==> src/hdl/cs3_defines.svh <==
`ifndef CS3_DEFINES_SVH
`define CS3_DEFINES_SVH

//----------------------------------------------------------------------
// rates and timing counts
//----------------------------------------------------------------------
`define CS3_CLK_HZ        250000000
`define CS3_MOD_RATE_HZ   32768
`define CS3_MOD_DIV       (`CS3_CLK_HZ / `CS3_MOD_RATE_HZ)

//----------------------------------------------------------------------
// decimation word
//----------------------------------------------------------------------
`define CS3_DEC_W         8
`define CS3_DEC_RESET     8'h45
`define CS3_DEC_MULT_SH   3
`define CS3_RATIO_W       11

//----------------------------------------------------------------------
// filter word width
//----------------------------------------------------------------------
`define CS3_ACC_W         36

`endif

==> src/hdl/cs3_pkg.sv <==
`include "cs3_defines.svh"

package cs3_pkg;

	// filter output slots within one chop half-period
	typedef enum logic [1:0] {
		CS3_PH_DISCARD0,
		CS3_PH_DISCARD1,
		CS3_PH_TAKE
	} cs3_phase_e;

	typedef logic signed [`CS3_ACC_W-1:0] cs3_word_t;

endpackage : cs3_pkg

==> src/hdl/cs3_decimator.sv <==
`timescale 1ns/1ps
`include "cs3_defines.svh"

module cs3_decimator #(
	parameter int MOD_DIV = `CS3_MOD_DIV,
	parameter int ACC_W   = `CS3_ACC_W
) (
	input  wire logic                  MCLK,
	input  wire logic                  RST_N,
	input  wire logic                  MOD_BIT,
	input  wire logic                  CHOP_INHIBIT,
	input  wire logic                  DEC_WORD_WE,
	input  wire logic [`CS3_DEC_W-1:0] DEC_WORD_IN,
	output logic [`CS3_DEC_W-1:0]      DEC_WORD,
	output logic                       INPUT_SWAP,
	output logic                       MOD_CE,
	output logic signed [ACC_W-1:0]    DATA,
	output logic                       DATA_VALID
);

	localparam int DIV_W = $clog2(MOD_DIV);

	//------------------------------------------------------------------
	// state
	//------------------------------------------------------------------
	logic [`CS3_DEC_W-1:0]    dec_word_ff;
	logic                     inhibit_ff;
	logic [DIV_W-1:0]         div_cnt_ff;
	logic                     mod_ce_ff;
	logic                     swap_ff;
	logic                     prev_ok_ff;
	logic signed [ACC_W-1:0]  prev_ff;
	logic signed [ACC_W-1:0]  data_ff;
	logic                     data_valid_ff;
	cs3_pkg::cs3_phase_e      phase_ff;
	cs3_pkg::cs3_phase_e      nxt_phase;
	logic                     restart;
	logic                     word_change;
	logic [`CS3_RATIO_W-1:0]  ratio;
	logic signed [ACC_W-1:0]  raw;
	logic                     raw_valid;
	logic signed [ACC_W-1:0]  corr;
	logic signed [ACC_W:0]    pair_sum;
	logic                     take;

	//------------------------------------------------------------------
	// configuration and restart detect
	//------------------------------------------------------------------
	// a write of the value already held is no change
	assign word_change = DEC_WORD_WE && (DEC_WORD_IN != dec_word_ff);
	assign restart     = word_change || (CHOP_INHIBIT != inhibit_ff);

	// decimation word register, reset to 69
	always_ff @(posedge MCLK) begin
		if (!RST_N) begin
			dec_word_ff <= `CS3_DEC_RESET;
		end else if (DEC_WORD_WE) begin
			dec_word_ff <= DEC_WORD_IN;
		end
	end

	// chop setting tracked to spot changes, chopping after reset
	always_ff @(posedge MCLK) begin
		if (!RST_N) begin
			inhibit_ff <= 1'b0;
		end else begin
			inhibit_ff <= CHOP_INHIBIT;
		end
	end

	//------------------------------------------------------------------
	// modulator rate enable
	//------------------------------------------------------------------
	// one-cycle pulse at the modulator rate
	always_ff @(posedge MCLK) begin
		if (!RST_N) begin
			div_cnt_ff <= '0;
			mod_ce_ff  <= 1'b0;
		end else if (div_cnt_ff == DIV_W'(MOD_DIV - 1)) begin
			div_cnt_ff <= '0;
			mod_ce_ff  <= 1'b1;
		end else begin
			div_cnt_ff <= div_cnt_ff + 1'b1;
			mod_ce_ff  <= 1'b0;
		end
	end

	//------------------------------------------------------------------
	// sinc3 filter
	//------------------------------------------------------------------
	// ratio is word times eight
	assign ratio = {dec_word_ff, {`CS3_DEC_MULT_SH{1'b0}}};

	// raw bit enters the filter, flipped while the inputs are reversed
	cs3_sinc3 #(
		.ACC_W   (ACC_W),
		.RATIO_W (`CS3_RATIO_W)
	) u_sinc3 (
		.clk        (MCLK),
		.rst_n      (RST_N),
		.clr        (restart),
		.ce         (mod_ce_ff),
		.x_bit      (MOD_BIT ^ swap_ff),
		.ratio      (ratio),
		.y_ff       (raw),
		.y_valid_ff (raw_valid)
	);

	//------------------------------------------------------------------
	// output slot sequencing
	//------------------------------------------------------------------
	// two unsettled outputs after each reversal, third one is used
	always_comb begin
		nxt_phase = phase_ff;
		case (phase_ff)
			cs3_pkg::CS3_PH_DISCARD0: nxt_phase = cs3_pkg::CS3_PH_DISCARD1;
			cs3_pkg::CS3_PH_DISCARD1: nxt_phase = cs3_pkg::CS3_PH_TAKE;
			cs3_pkg::CS3_PH_TAKE:     nxt_phase = cs3_pkg::CS3_PH_DISCARD0;
			default:                  nxt_phase = cs3_pkg::CS3_PH_DISCARD0;
		endcase
	end

	// chopped: one word per three decimations; inhibited: every one
	assign take = raw_valid && (inhibit_ff || (phase_ff == cs3_pkg::CS3_PH_TAKE));

	// slot counter
	always_ff @(posedge MCLK) begin
		if (!RST_N || restart) begin
			phase_ff <= cs3_pkg::CS3_PH_DISCARD0;
		end else if (raw_valid && !inhibit_ff) begin
			phase_ff <= nxt_phase;
		end
	end

	// reverse inputs after each used output, a full chop cycle spans two
	always_ff @(posedge MCLK) begin
		if (!RST_N || restart) begin
			swap_ff <= 1'b0;
		end else if (take && !inhibit_ff) begin
			swap_ff <= ~swap_ff;
		end
	end

	//------------------------------------------------------------------
	// averaging stage
	//------------------------------------------------------------------
	// the bit flip already restores signal sign; offsets now alternate
	assign corr     = raw;
	assign pair_sum = {corr[ACC_W-1], corr} + {prev_ff[ACC_W-1], prev_ff};

	// keep previous output for pairing
	always_ff @(posedge MCLK) begin
		if (!RST_N || restart) begin
			prev_ff    <= '0;
			prev_ok_ff <= 1'b0;
		end else if (take) begin
			prev_ff    <= corr;
			prev_ok_ff <= 1'b1;
		end
	end

	// data register and strobe, first chopped word waits for a partner
	always_ff @(posedge MCLK) begin
		if (!RST_N || restart) begin
			data_ff       <= '0;
			data_valid_ff <= 1'b0;
		end else begin
			data_valid_ff <= 1'b0;
			if (take && inhibit_ff) begin
				data_ff       <= corr;
				data_valid_ff <= 1'b1;
			end else if (take && prev_ok_ff) begin
				data_ff       <= pair_sum[ACC_W:1];
				data_valid_ff <= 1'b1;
			end
		end
	end

	//------------------------------------------------------------------
	// outputs
	//------------------------------------------------------------------
	assign DEC_WORD   = dec_word_ff;
	assign INPUT_SWAP = swap_ff;
	assign MOD_CE     = mod_ce_ff;
	assign DATA       = data_ff;
	assign DATA_VALID = data_valid_ff;

endmodule : cs3_decimator

==> src/hdl/cs3_sinc3.sv <==
`timescale 1ns/1ps
`include "cs3_defines.svh"

module cs3_sinc3 #(
	parameter int ACC_W   = `CS3_ACC_W,
	parameter int RATIO_W = `CS3_RATIO_W
) (
	input  wire logic                    clk,
	input  wire logic                    rst_n,
	input  wire logic                    clr,
	input  wire logic                    ce,
	input  wire logic                    x_bit,
	input  wire logic [RATIO_W-1:0]      ratio,
	output logic signed [ACC_W-1:0]      y_ff,
	output logic                         y_valid_ff
);

	//------------------------------------------------------------------
	// integrators and comb delays
	//------------------------------------------------------------------
	logic signed [ACC_W-1:0] int_ff [3];
	logic signed [ACC_W-1:0] dly_ff [3];
	logic signed [ACC_W-1:0] comb   [3];
	logic        [RATIO_W-1:0] cnt_ff;
	logic signed [ACC_W-1:0] x_val;
	logic signed [ACC_W-1:0] int_sum;
	logic                    dec_tick;

	// single bit mapped to +1 or -1
	assign x_val    = {{(ACC_W-1){~x_bit}}, 1'b1};
	assign dec_tick = ce && (cnt_ff == ratio - 1'b1);

	// comb taps the last integrator's next value: the window of an output then ends two
	// samples back, so after a clear or a reversal the third output holds no stale sample
	assign int_sum = int_ff[2] + int_ff[1];

	// three cascaded comb differences
	assign comb[0] = int_sum - dly_ff[0];
	assign comb[1] = comb[0] - dly_ff[1];
	assign comb[2] = comb[1] - dly_ff[2];

	// integrator chain, modulo arithmetic cancels in the combs
	always_ff @(posedge clk) begin
		if (!rst_n || clr) begin
			int_ff[0] <= '0;
			int_ff[1] <= '0;
			int_ff[2] <= '0;
		end else if (ce) begin
			int_ff[0] <= int_ff[0] + x_val;
			int_ff[1] <= int_ff[1] + int_ff[0];
			int_ff[2] <= int_ff[2] + int_ff[1];
		end
	end

	// decimation counter
	always_ff @(posedge clk) begin
		if (!rst_n || clr) begin
			cnt_ff <= '0;
		end else if (dec_tick) begin
			cnt_ff <= '0;
		end else if (ce) begin
			cnt_ff <= cnt_ff + 1'b1;
		end
	end

	// comb section runs at the decimated rate
	always_ff @(posedge clk) begin
		if (!rst_n || clr) begin
			dly_ff[0]  <= '0;
			dly_ff[1]  <= '0;
			dly_ff[2]  <= '0;
			y_ff       <= '0;
			y_valid_ff <= 1'b0;
		end else begin
			y_valid_ff <= dec_tick;
			if (dec_tick) begin
				dly_ff[0] <= int_sum;
				dly_ff[1] <= comb[0];
				dly_ff[2] <= comb[1];
				y_ff      <= comb[2];
			end
		end
	end

endmodule : cs3_sinc3

==> config.mk <==
export PLATFORM = sky130hd
export DESIGN_NAME = cs3_decimator
export DESIGN_NICKNAME = d
export VERILOG_FILES = /design/src/hdl/cs3_pkg.sv /design/src/hdl/cs3_decimator.sv /design/src/hdl/cs3_sinc3.sv
export VERILOG_INCLUDE_DIRS = /design/src /design/src/hdl
export SDC_FILE = /design/constraint.sdc
export NUM_CORES = 1
export LEC_CHECK = 0
export ABC_AREA = 1
export BUFFER_PORTS_ARGS = -buffer_cell sky130_fd_sc_hd__buf_2
export CORE_ASPECT_RATIO = 1.75
export CORE_MARGIN = 4
export CORE_UTILIZATION = 55
export DETAILED_ROUTE_END_ITERATION = 8
export PLACE_DENSITY_LB_ADDON = 0.1
export SLEW_MARGIN = 20
export SYNTH_ARGS = -nofsm -noshare
export SYNTH_HDL_FRONTEND = slang
export SYNTH_SLANG_ARGS = --single-unit
==> constraint.sdc <==
create_clock -name MCLK -period 6.26 [get_ports MCLK]
set_input_delay 0.626 -clock MCLK [delete_from_list [all_inputs] [get_ports MCLK]]
set_output_delay 0.626 -clock MCLK [all_outputs]
set_load 0.02 [all_outputs]
# Yosys cells after proc, flatten, opt, wreduce, memory -nomap -nowiden
# Memories as Yosys holds them, arrays and structs flattened.
# Cells that the tools add are included.
word_totals:
  ramBits: 216
  inputBits: 13
  regBits: 148
  wordCells: 77
  n_memories: 2
memory_table:
  columns: ["name", "depth", "width", "read_ports", "rd_clocked_by_memory_dff", "wr", "line_no", "text"]
  rows:
  - ["u_sinc3.dly_ff", 3, 36, 3, 0, 3, "cs3_sinc3.sv:22", "logic signed [ACC_W-1:0] dly_ff [3];"]
  - ["u_sinc3.int_ff", 3, 36, 3, 0, 3, "cs3_sinc3.sv:21", "logic signed [ACC_W-1:0] int_ff [3];"]
classes:
  n_bitwise: 10
  eq_ne: 6
  n_addsub: 10
  muxes: 20
  reduce_logical: 16
op_table:
  columns: ["operator", "count"]
  rows:
  - ["2-to-1 mux 36 bit", 8]
  - ["subtractor 36 bit", 3]
  - ["adder 36 bit", 2]
  - ["adder 36 x 36 -> 37 bit", 1]
  - ["adder 36 x 2 -> 36 bit", 1]
  - ["adder 13 x 1 -> 13 bit, second input constant", 1]
  - ["equality test 13 bit, second input constant", 1]
  - ["adder 11 x 1 -> 11 bit, second input constant", 1]
  - ["equality test 11 bit", 1]
  - ["2-to-1 mux 1 bit", 11]
  - ["subtractor 11 x 1 -> 11 bit, second input constant", 1]
  - ["inequality test 8 bit", 1]
  - ["logical AND 1 bit", 7]
  - ["bitwise OR 1 bit", 6]
  - ["one-hot mux 2 bit (2 select lines)", 1]
  - ["OR reduction 2 bit", 2]
  - ["logical OR 1 bit", 3]
  - ["NOT 1 bit", 3]
  - ["equality test 2 x 1 -> 1 bit, second input constant", 1]
  - ["equality test 2 bit, second input constant", 1]
  - ["zero test 1 bit", 2]
  - ["zero test 2 bit", 1]
  - ["nonzero test 2 bit", 1]
  - ["inequality test 1 bit", 1]
  - ["XOR 1 bit", 1]

# Logic depth before layout (Yosys ltp)
# Gate-level depths: netlist of the first run.
logic_depth:
  depth_word: 7
  mapped_depth: 45

# Modules after synthesis
# Synthesis of the first run repeated with hierarchy kept, for this count alone.
unflattened:
  hier_cells: 3723
  hier_area_um2: 27340.0
modules_own_cells:
  columns: ["module", "instances", "cells_per_inst", "area_each_um2"]
  rows:
  - ["cs3_sinc3", 1, 2709, 20749.9]
  - ["cs3_decimator", 1, 1014, 6590.1]

# Worst setup path after synthesis of the first run
# No wires, ideal clock.
synth_path:
  kind: "flip-flop to flip-flop"
  from: "memory u_sinc3.int_ff[0][36] (netlist name)"
  to: "register u_sinc3.y_ff[35]"
  path_buffers: 0
  t_arrival_ns: 6.133
  slack_ns: 0.013
  t_required_ns: 6.147
  path_stages_with_launch: 43
  period_less_slack_ns: 6.247
  cell_sequence: "edfxtp_1 -> ha_1 -> fa_1 -> nand3_1 -> nand2_1 -> nand2_1 -> nand2_1 -> a21oi_1 -> o21bai_2 -> a21oi_1 -> o21ai_1 -> a21oi_1 -> o21ai_1 -> xnor2_1 -> inv_1 -> ha_1 -> nand2_1 -> nor2_1 -> [7 not listed] -> nand2_1 -> nor2_1 -> inv_1 -> nor2_1 -> inv_1 -> nor4_1 -> nand3_1 -> nand3_1 -> xnor2_1 -> inv_1 -> ha_1 -> nand2_1 -> nor4_1 -> nand2_1 -> nand3_1 -> nand3_1 -> nand3_1 -> nand2_1"
synth_lines:
  columns: ["item", "line_no", "text"]
  rows:
  - ["start, declared", "cs3_sinc3.sv:21", null]
  - ["end signal, assigned", "cs3_sinc3.sv:80", "y_ff <= comb[2];"]
  - ["end, declared", "cs3_sinc3.sv:14", "output logic signed [ACC_W-1:0] y_ff,"]

==> metrics, run 1 <==
# placed instances 4539; failing checks negative setup slack; Die W about 170 µm; post-synthesis cell area roughly 26000 µm²; # rows 105; CP bufs+invs 7; CP arrival 7.01 ns; clock sink count about 360; Area Overhead vs Synth 32.3%; Pint 8.45 mW; Netlist cell types 52; first-pass GRT wire length 125000 µm; CP dominant cell by count a21oi_2; DRC Markers 0; CTS tree yes; drt pass-1 iters 8; EDFF count, synth roughly 220; max cap viols 0; drt wl/cell 18.2 µm; Setup crit start kind register; total gr overflow 0; Setup Skew 0.0389 ns; Detailed Place HPWL between 60000 and 70000 µm; Antenna Nets Post-Route 0; sw frac 41.5%; Clock power frac 17.1%; clock latency on the worst-skew pair 0.58 ns; via count 26600; port bufs 59; nets roughly 4400; Rel. slew slack 27.1%; Crit Path Category register to register; drt total wl about 85000 µm; DR iter-0 viols between 1000 and 1500; Synth async-reset ratio 0%; synthesized area per cell 7.47 µm²; CP required 6.65 ns; multi-input logic area between 15000 and 20000 µm²; Hold Fails Final Rpt 0; gr usage total 29.6%; Yosys reg bits 364; PnR worst setup slack -0.359 ns; Main synth FF type edfxtp_1; CP max stage cell edfxtp_1; die height approximately 300 µm; pwr dens approximately 410 nW/µm²; Final Non-Filler Cells approximately 4700; largest fanout on the critical path 3; Comb pwr share about two thirds; Commonest cells post-synth nand2_1 (714), inv_1 (493), nor2_1 (420); area of the core around 47000 µm²; f_max 0.151 GHz; Switching Power 5.99 mW; worst IR drop on VDD 0.266 mV; endpoint type of the worst setup path register; Seq/Total Area, Yosys between 30 and 40%; Synth Warn # 0; vias in the first global route 26800; largest net degree at the start of global routing between 70 and 80; synth top area cells edfxtp_1 (25%), ha_1 (12%), dfxtp_1 (11%), nand2_1 (10%), a21oi_1 (7.9%); crit share post-route 106%; Clock Path Buffers 3; DIE AREA about 52000 µm²; clock-pin slew on the worst setup and hold paths 0.06 ns; H-tree depth 2; # fillers 3500; CP max stage delay 0.44 ns; ant diodes 0; I/O pin count 60; Tot Pwr 14.4 mW; Num CTS Buffers 40; Final GP Congestion 0.952; Yosys top cell by area edfxtp_1; Starting Density 55.8%; DR vias/cell 5.65; slew of the pin with the lowest slew margin 1.08 ns; Leak Pwr 15.8 nW; initial antenna violation count 0; fin. max-slew vios 0; FF/Latch Area 9450 µm²; worst hold path type primary input to register; Synth top area share 24.6%; RSZ-0062 raised after global routing true; delay-heaviest family, CP compound AO/OA/AOI/OAI gates; Reg power frac 18.2%; dominant cell by count in the synthesized netlist nand2_1; status finished with violations; minimum clock period 6.62 ns; Mapped Cells 3522; root buffer cell clkbuf_16; syn nets between 3000 and 4000; Final Setup Violations 12; layout cell share with drive strength beyond 1 about 25%
==> cell families (layout without fill, tap and decap cells) <==
kind of cell             count (synthesis)  after routing  synth area share (%)
flip-flops                             364            364                  35.9
buffers and inverters                  552           1146                  7.98
XOR/XNOR                               147            147                  4.89
AND/OR/NAND/NOR                       1342           1342                  20.5
AO/OA/AOI/OAI                          862            862                  18.4
adder cells (fa/ha/maj)                255            255                  12.3
==> repair_timing <==
item / CTS / global route
hold buffers: 0 / 0
pin swaps: 70 / 154
buffers inserted: 47 / 47
gates resized for setup: 158 / 364
setup endpoints to repair: 18 / 26
cloned: 0 / 0
==> worst paths after layout <==
check                                 startpoint  depth (start not counted)                             to  slack (ns)
max          u_sinc3.int_ff[0][36]$_SDFFCE_PN0P_                         39  u_sinc3.y_ff[30]$_SDFFE_PP0P_       -0.36
min reg2reg             div_cnt_ff[0]$_SDFF_PP0_                          1       div_cnt_ff[0]$_SDFF_PP0_        0.45
max reg2reg  u_sinc3.int_ff[0][36]$_SDFFCE_PN0P_                         39  u_sinc3.y_ff[30]$_SDFFE_PP0P_       -0.36
min                                 CHOP_INHIBIT                          3          inhibit_ff$_SDFF_PN0_        0.28
==> per-layer routing <==
metal,wire length (µm),global-route usage (%)
met5,0,0
met1,28000,25.6
met2,45900,59.5
met4,8740,24.2
met3,2760,2.58
==> registers in the layout, summed over array words and instances, names as in the netlist <==
signal              cells
u_sinc3.y_valid_ff      1
DATA                   36
u_sinc3.int_ff        108
inhibit_ff              1
DATA_VALID              1
prev_ff                36
INPUT_SWAP              1
phase_ff                2
MOD_CE                  1
div_cnt_ff             13
prev_ok_ff              1
u_sinc3.y_ff           36
u_sinc3.cnt_ff         11
u_sinc3.dly_ff        108
DEC_WORD                8
==> power by group through the flow <==
stage               clock [mW]  sequential, mW  combinational [mW]
floorplan                    0            2.68                3.50
global placement             0            2.68                6.39
detailed placement           0            2.68                6.51
CTS                       2.49            2.63                7.16
global route              2.58            2.64                10.0
finish                    2.47            2.64                9.34
==> layout by cell type, fill, tap and decap left out, types with 40 or more instances in the layout <==
cell,instances
nor2_1,390
a21oi_1,344
dfxtp_1,148
edfxtp_1,216
buf_2,59
ha_4,41
ha_1,206
a21oi_2,50
nand3_1,95
xor2_1,70
nand2_2,50
clkbuf_16,40
inv_1,478
a31oi_1,56
buf_4,486
o21ai_0,169
nand2_1,648
xnor2_1,40
==> through the flow <==
step | setup slack (ns) | setup TNS [ns] | hold WS (ns) | cell area [µm²] | utilization, %
finish | -0.359 | -2.52 | 0.281 | 34800 | 73.8
global route | -0.753 | -7.82 | 0.293 | 34800 | 73.8
floorplan | 0.0133 | 0 | 0.417 | 26300 | -
global placement | -0.578 | -4.96 | 0.428 | 30300 | 64.3
CTS | -0.354 | -1.81 | 0.268 | 32700 | 69.3
detailed placement | -0.745 | -7.29 | 0.442 | 30300 | 64.3
==> cell type report <==
type	instances	share of cell area, %
Multi-Input combinational cell	2606	49.2
Clock buffer	50	3.16
Tap cell	588	2.11
Timing Repair Buffer	576	12.3
Inverter	497	5.37
Sequential cell	364	27.1
Clock inverter	23	0.733
==> worst register-to-register path, delay by kind of cell, from the launching register on <==
| family | cells | cell delay (ns) |
|---|---|---|
| buffers and inverters | 7 | 0.99 |
| adders and majority gates | 5 | 1.47 |
| DFF | 1 | 0.44 |
| and+or+nand+nor | 8 | 0.61 |
| AOI/OAI and AO/OA | 16 | 2.46 |
| xor gates and xnor gates | 3 | 0.50 |
(Power assumes the default switching activity.)
==> run 2: changes to the inputs <==
CORE_ASPECT_RATIO = 0.9   (was 1.75)
==> metrics, run 2 (same netlist as run 1, synthesis figures left out) <==
Setup crit start kind register; # rows 75; minimum clock period 6.60 ns; DR iter-0 viols roughly 2400; worst hold path type primary input to register; crit path launch u_sinc3.int_ff[0][42]$_SDFFCE_PN0P_; clock latency on the worst-skew pair between 0.5 and 0.6 ns; most frequent cells in the layout nand2_1 (659), buf_4 (478), inv_1 (475); CP dominant cell by count nand2_2; Crit Path Category register to register; ant diodes 0; Leak Pwr 15.8 nW; RSZ-0062 raised after global routing true; drt wl/cell about 18 µm; Final GP Congestion 0.968; gr usage total between 20% and 30%; PnR worst setup slack -0.337 ns; Rel. slew slack about a third; clock sink count 364; drt total wl approximately 85000 µm; DRC Markers 0; DIE AREA 51400 µm²; Final Non-Filler Cells 4716; FF-to-FF path depth 44; slew of the pin with the lowest slew margin roughly 1 ns; Antenna Nets Post-Route 0; H-tree depth 2; initial antenna violation count 1; CP max stage cell edfxtp_1; largest net degree at the start of global routing 80; nets 4334; max cap viols 0; CP max stage delay 0.43 ns; endpoint type of the worst setup path register; crit share post-route 105%; Starting Density 56.1%; Setup Skew between 0.03 and 0.04 ns; CP required around 6.8 ns; root buffer cell clkbuf_16; Die W 239 µm; final core occ 74.2%; Detailed Place HPWL between 50000 and 60000 µm; crit path to u_sinc3.y_ff[33]$_SDFFE_PP0P_; reg2reg end u_sinc3.y_ff[33]$_SDFFE_PP0P_; status finished with violations; fin. max-slew vios 0; CP arrival around 7.1 ns; f_max ~0.15 GHz; via count approximately 27000; area of the core about 47000 µm²; I/O pin count 60; pwr dens approximately 420 nW/µm²; most common cell after layout, fill and taps aside nand2_1; Design Area, Final 34800 µm²; layout cell share with drive strength beyond 1 24.6%; Place WS -0.779 ns; r2r setup slk -0.34 ns; Placement Cell Area 30400 µm²; drt pass-1 iters 5; worst IR drop on VDD about 0.64 mV; # placed instances 4568; Final Setup Violations 12; vias in the first global route around 25000; largest fanout on the critical path 3; Num CTS Buffers 43; clock-pin slew on the worst setup and hold paths ~0.060 ns; # fillers around 3400; CTS tree yes; port bufs 59; failing checks negative setup slack; Area Overhead vs Synth 32.4%; DR vias/cell approximately 5.7; Regs by FF count u_sinc3.dly_ff: 108 flops, u_sinc3.int_ff: 108 flops; Critical R2R Launch u_sinc3.int_ff[0][42]$_SDFFCE_PN0P_; total gr overflow 0; first-pass GRT wire length approximately 130000 µm; Hold Fails Final Rpt 0; die height ~220 µm; CTS Hold Bufs 0; Clock Path Buffers 3
==> run 2: routing by layer <==
metal	vias to the layer above	routed length (µm)	track usage, %
met2	973	37900	46.2
li1	12900	-	-
met4	2	2190	6.56
met1	12600	38400	43.9
met5	-	12	0
met3	185	6610	5.21
==> run 2: how the worst min path moves through the flow <==
stage                                to  slack [ns]                     start  cells after the start
2_1_floorplan  div_cnt_ff[0]$_SDFF_PP0_        0.42  div_cnt_ff[0]$_SDFF_PP0_                      1
3_3_place_gp   div_cnt_ff[0]$_SDFF_PP0_        0.43  div_cnt_ff[0]$_SDFF_PP0_                      1
3_5_place_dp   div_cnt_ff[0]$_SDFF_PP0_        0.45  div_cnt_ff[0]$_SDFF_PP0_                      1
4_1_cts           inhibit_ff$_SDFF_PN0_        0.23              CHOP_INHIBIT                      3
5_1_grt           inhibit_ff$_SDFF_PN0_        0.27              CHOP_INHIBIT                      3
6_report          inhibit_ff$_SDFF_PN0_        0.26              CHOP_INHIBIT                      3
==> run 2: what timing repair did <==
action | CTS | global route
setup endpoints to repair | 20 | 26
gates cloned | 0 | 0
setup buffers | 38 | 32
pin swaps | 99 | 152
gates resized for setup | 200 | 316
==> run 2: power by group <==
part	total, mW	internal, mW	leakage (nW)	switching [mW]
registers	2.64	2.60	3.70	0.0405
clock network	2.56	1.49	0.682	1.07
logic	9.46	4.46	11.4	5.00
==> run 2: cell type report <==
type	instances	area, µm²	share of cell area [%]
Timing Repair Buffer	554	4080	11.7
Sequential cell	364	9450	27.1
Inverter	497	1870	5.37
Tap cell	616	771	2.21
Multi-Input combinational cell	2606	17300	49.6
Clock buffer	63	1190	3.43
Clock inverter	16	189	0.542
==> run 2: worst max-delay path: cells and delay by family (launching register included) <==
| kind | cells | cell delay [ns] |
|---|---|---|
| compound gates | 10 | 1.64 |
| xor+xnor | 3 | 0.53 |
| buf+inv | 8 | 0.83 |
| flops | 1 | 0.43 |
| simple gates | 19 | 1.85 |
| fa+ha+maj | 4 | 1.25 |
==> run 2: metrics by stage <==
stage                     total power [mW]  hold slack [ns]  setup TNS (ns)
final                                 14.7            0.258           -2.27
after global routing                  15.4            0.266           -6.88
after CTS                             12.8            0.232          -0.452
after detailed placement              9.20            0.449           -8.08
after global placement                9.16            0.430           -4.73
after floorplan                       6.18            0.417               0
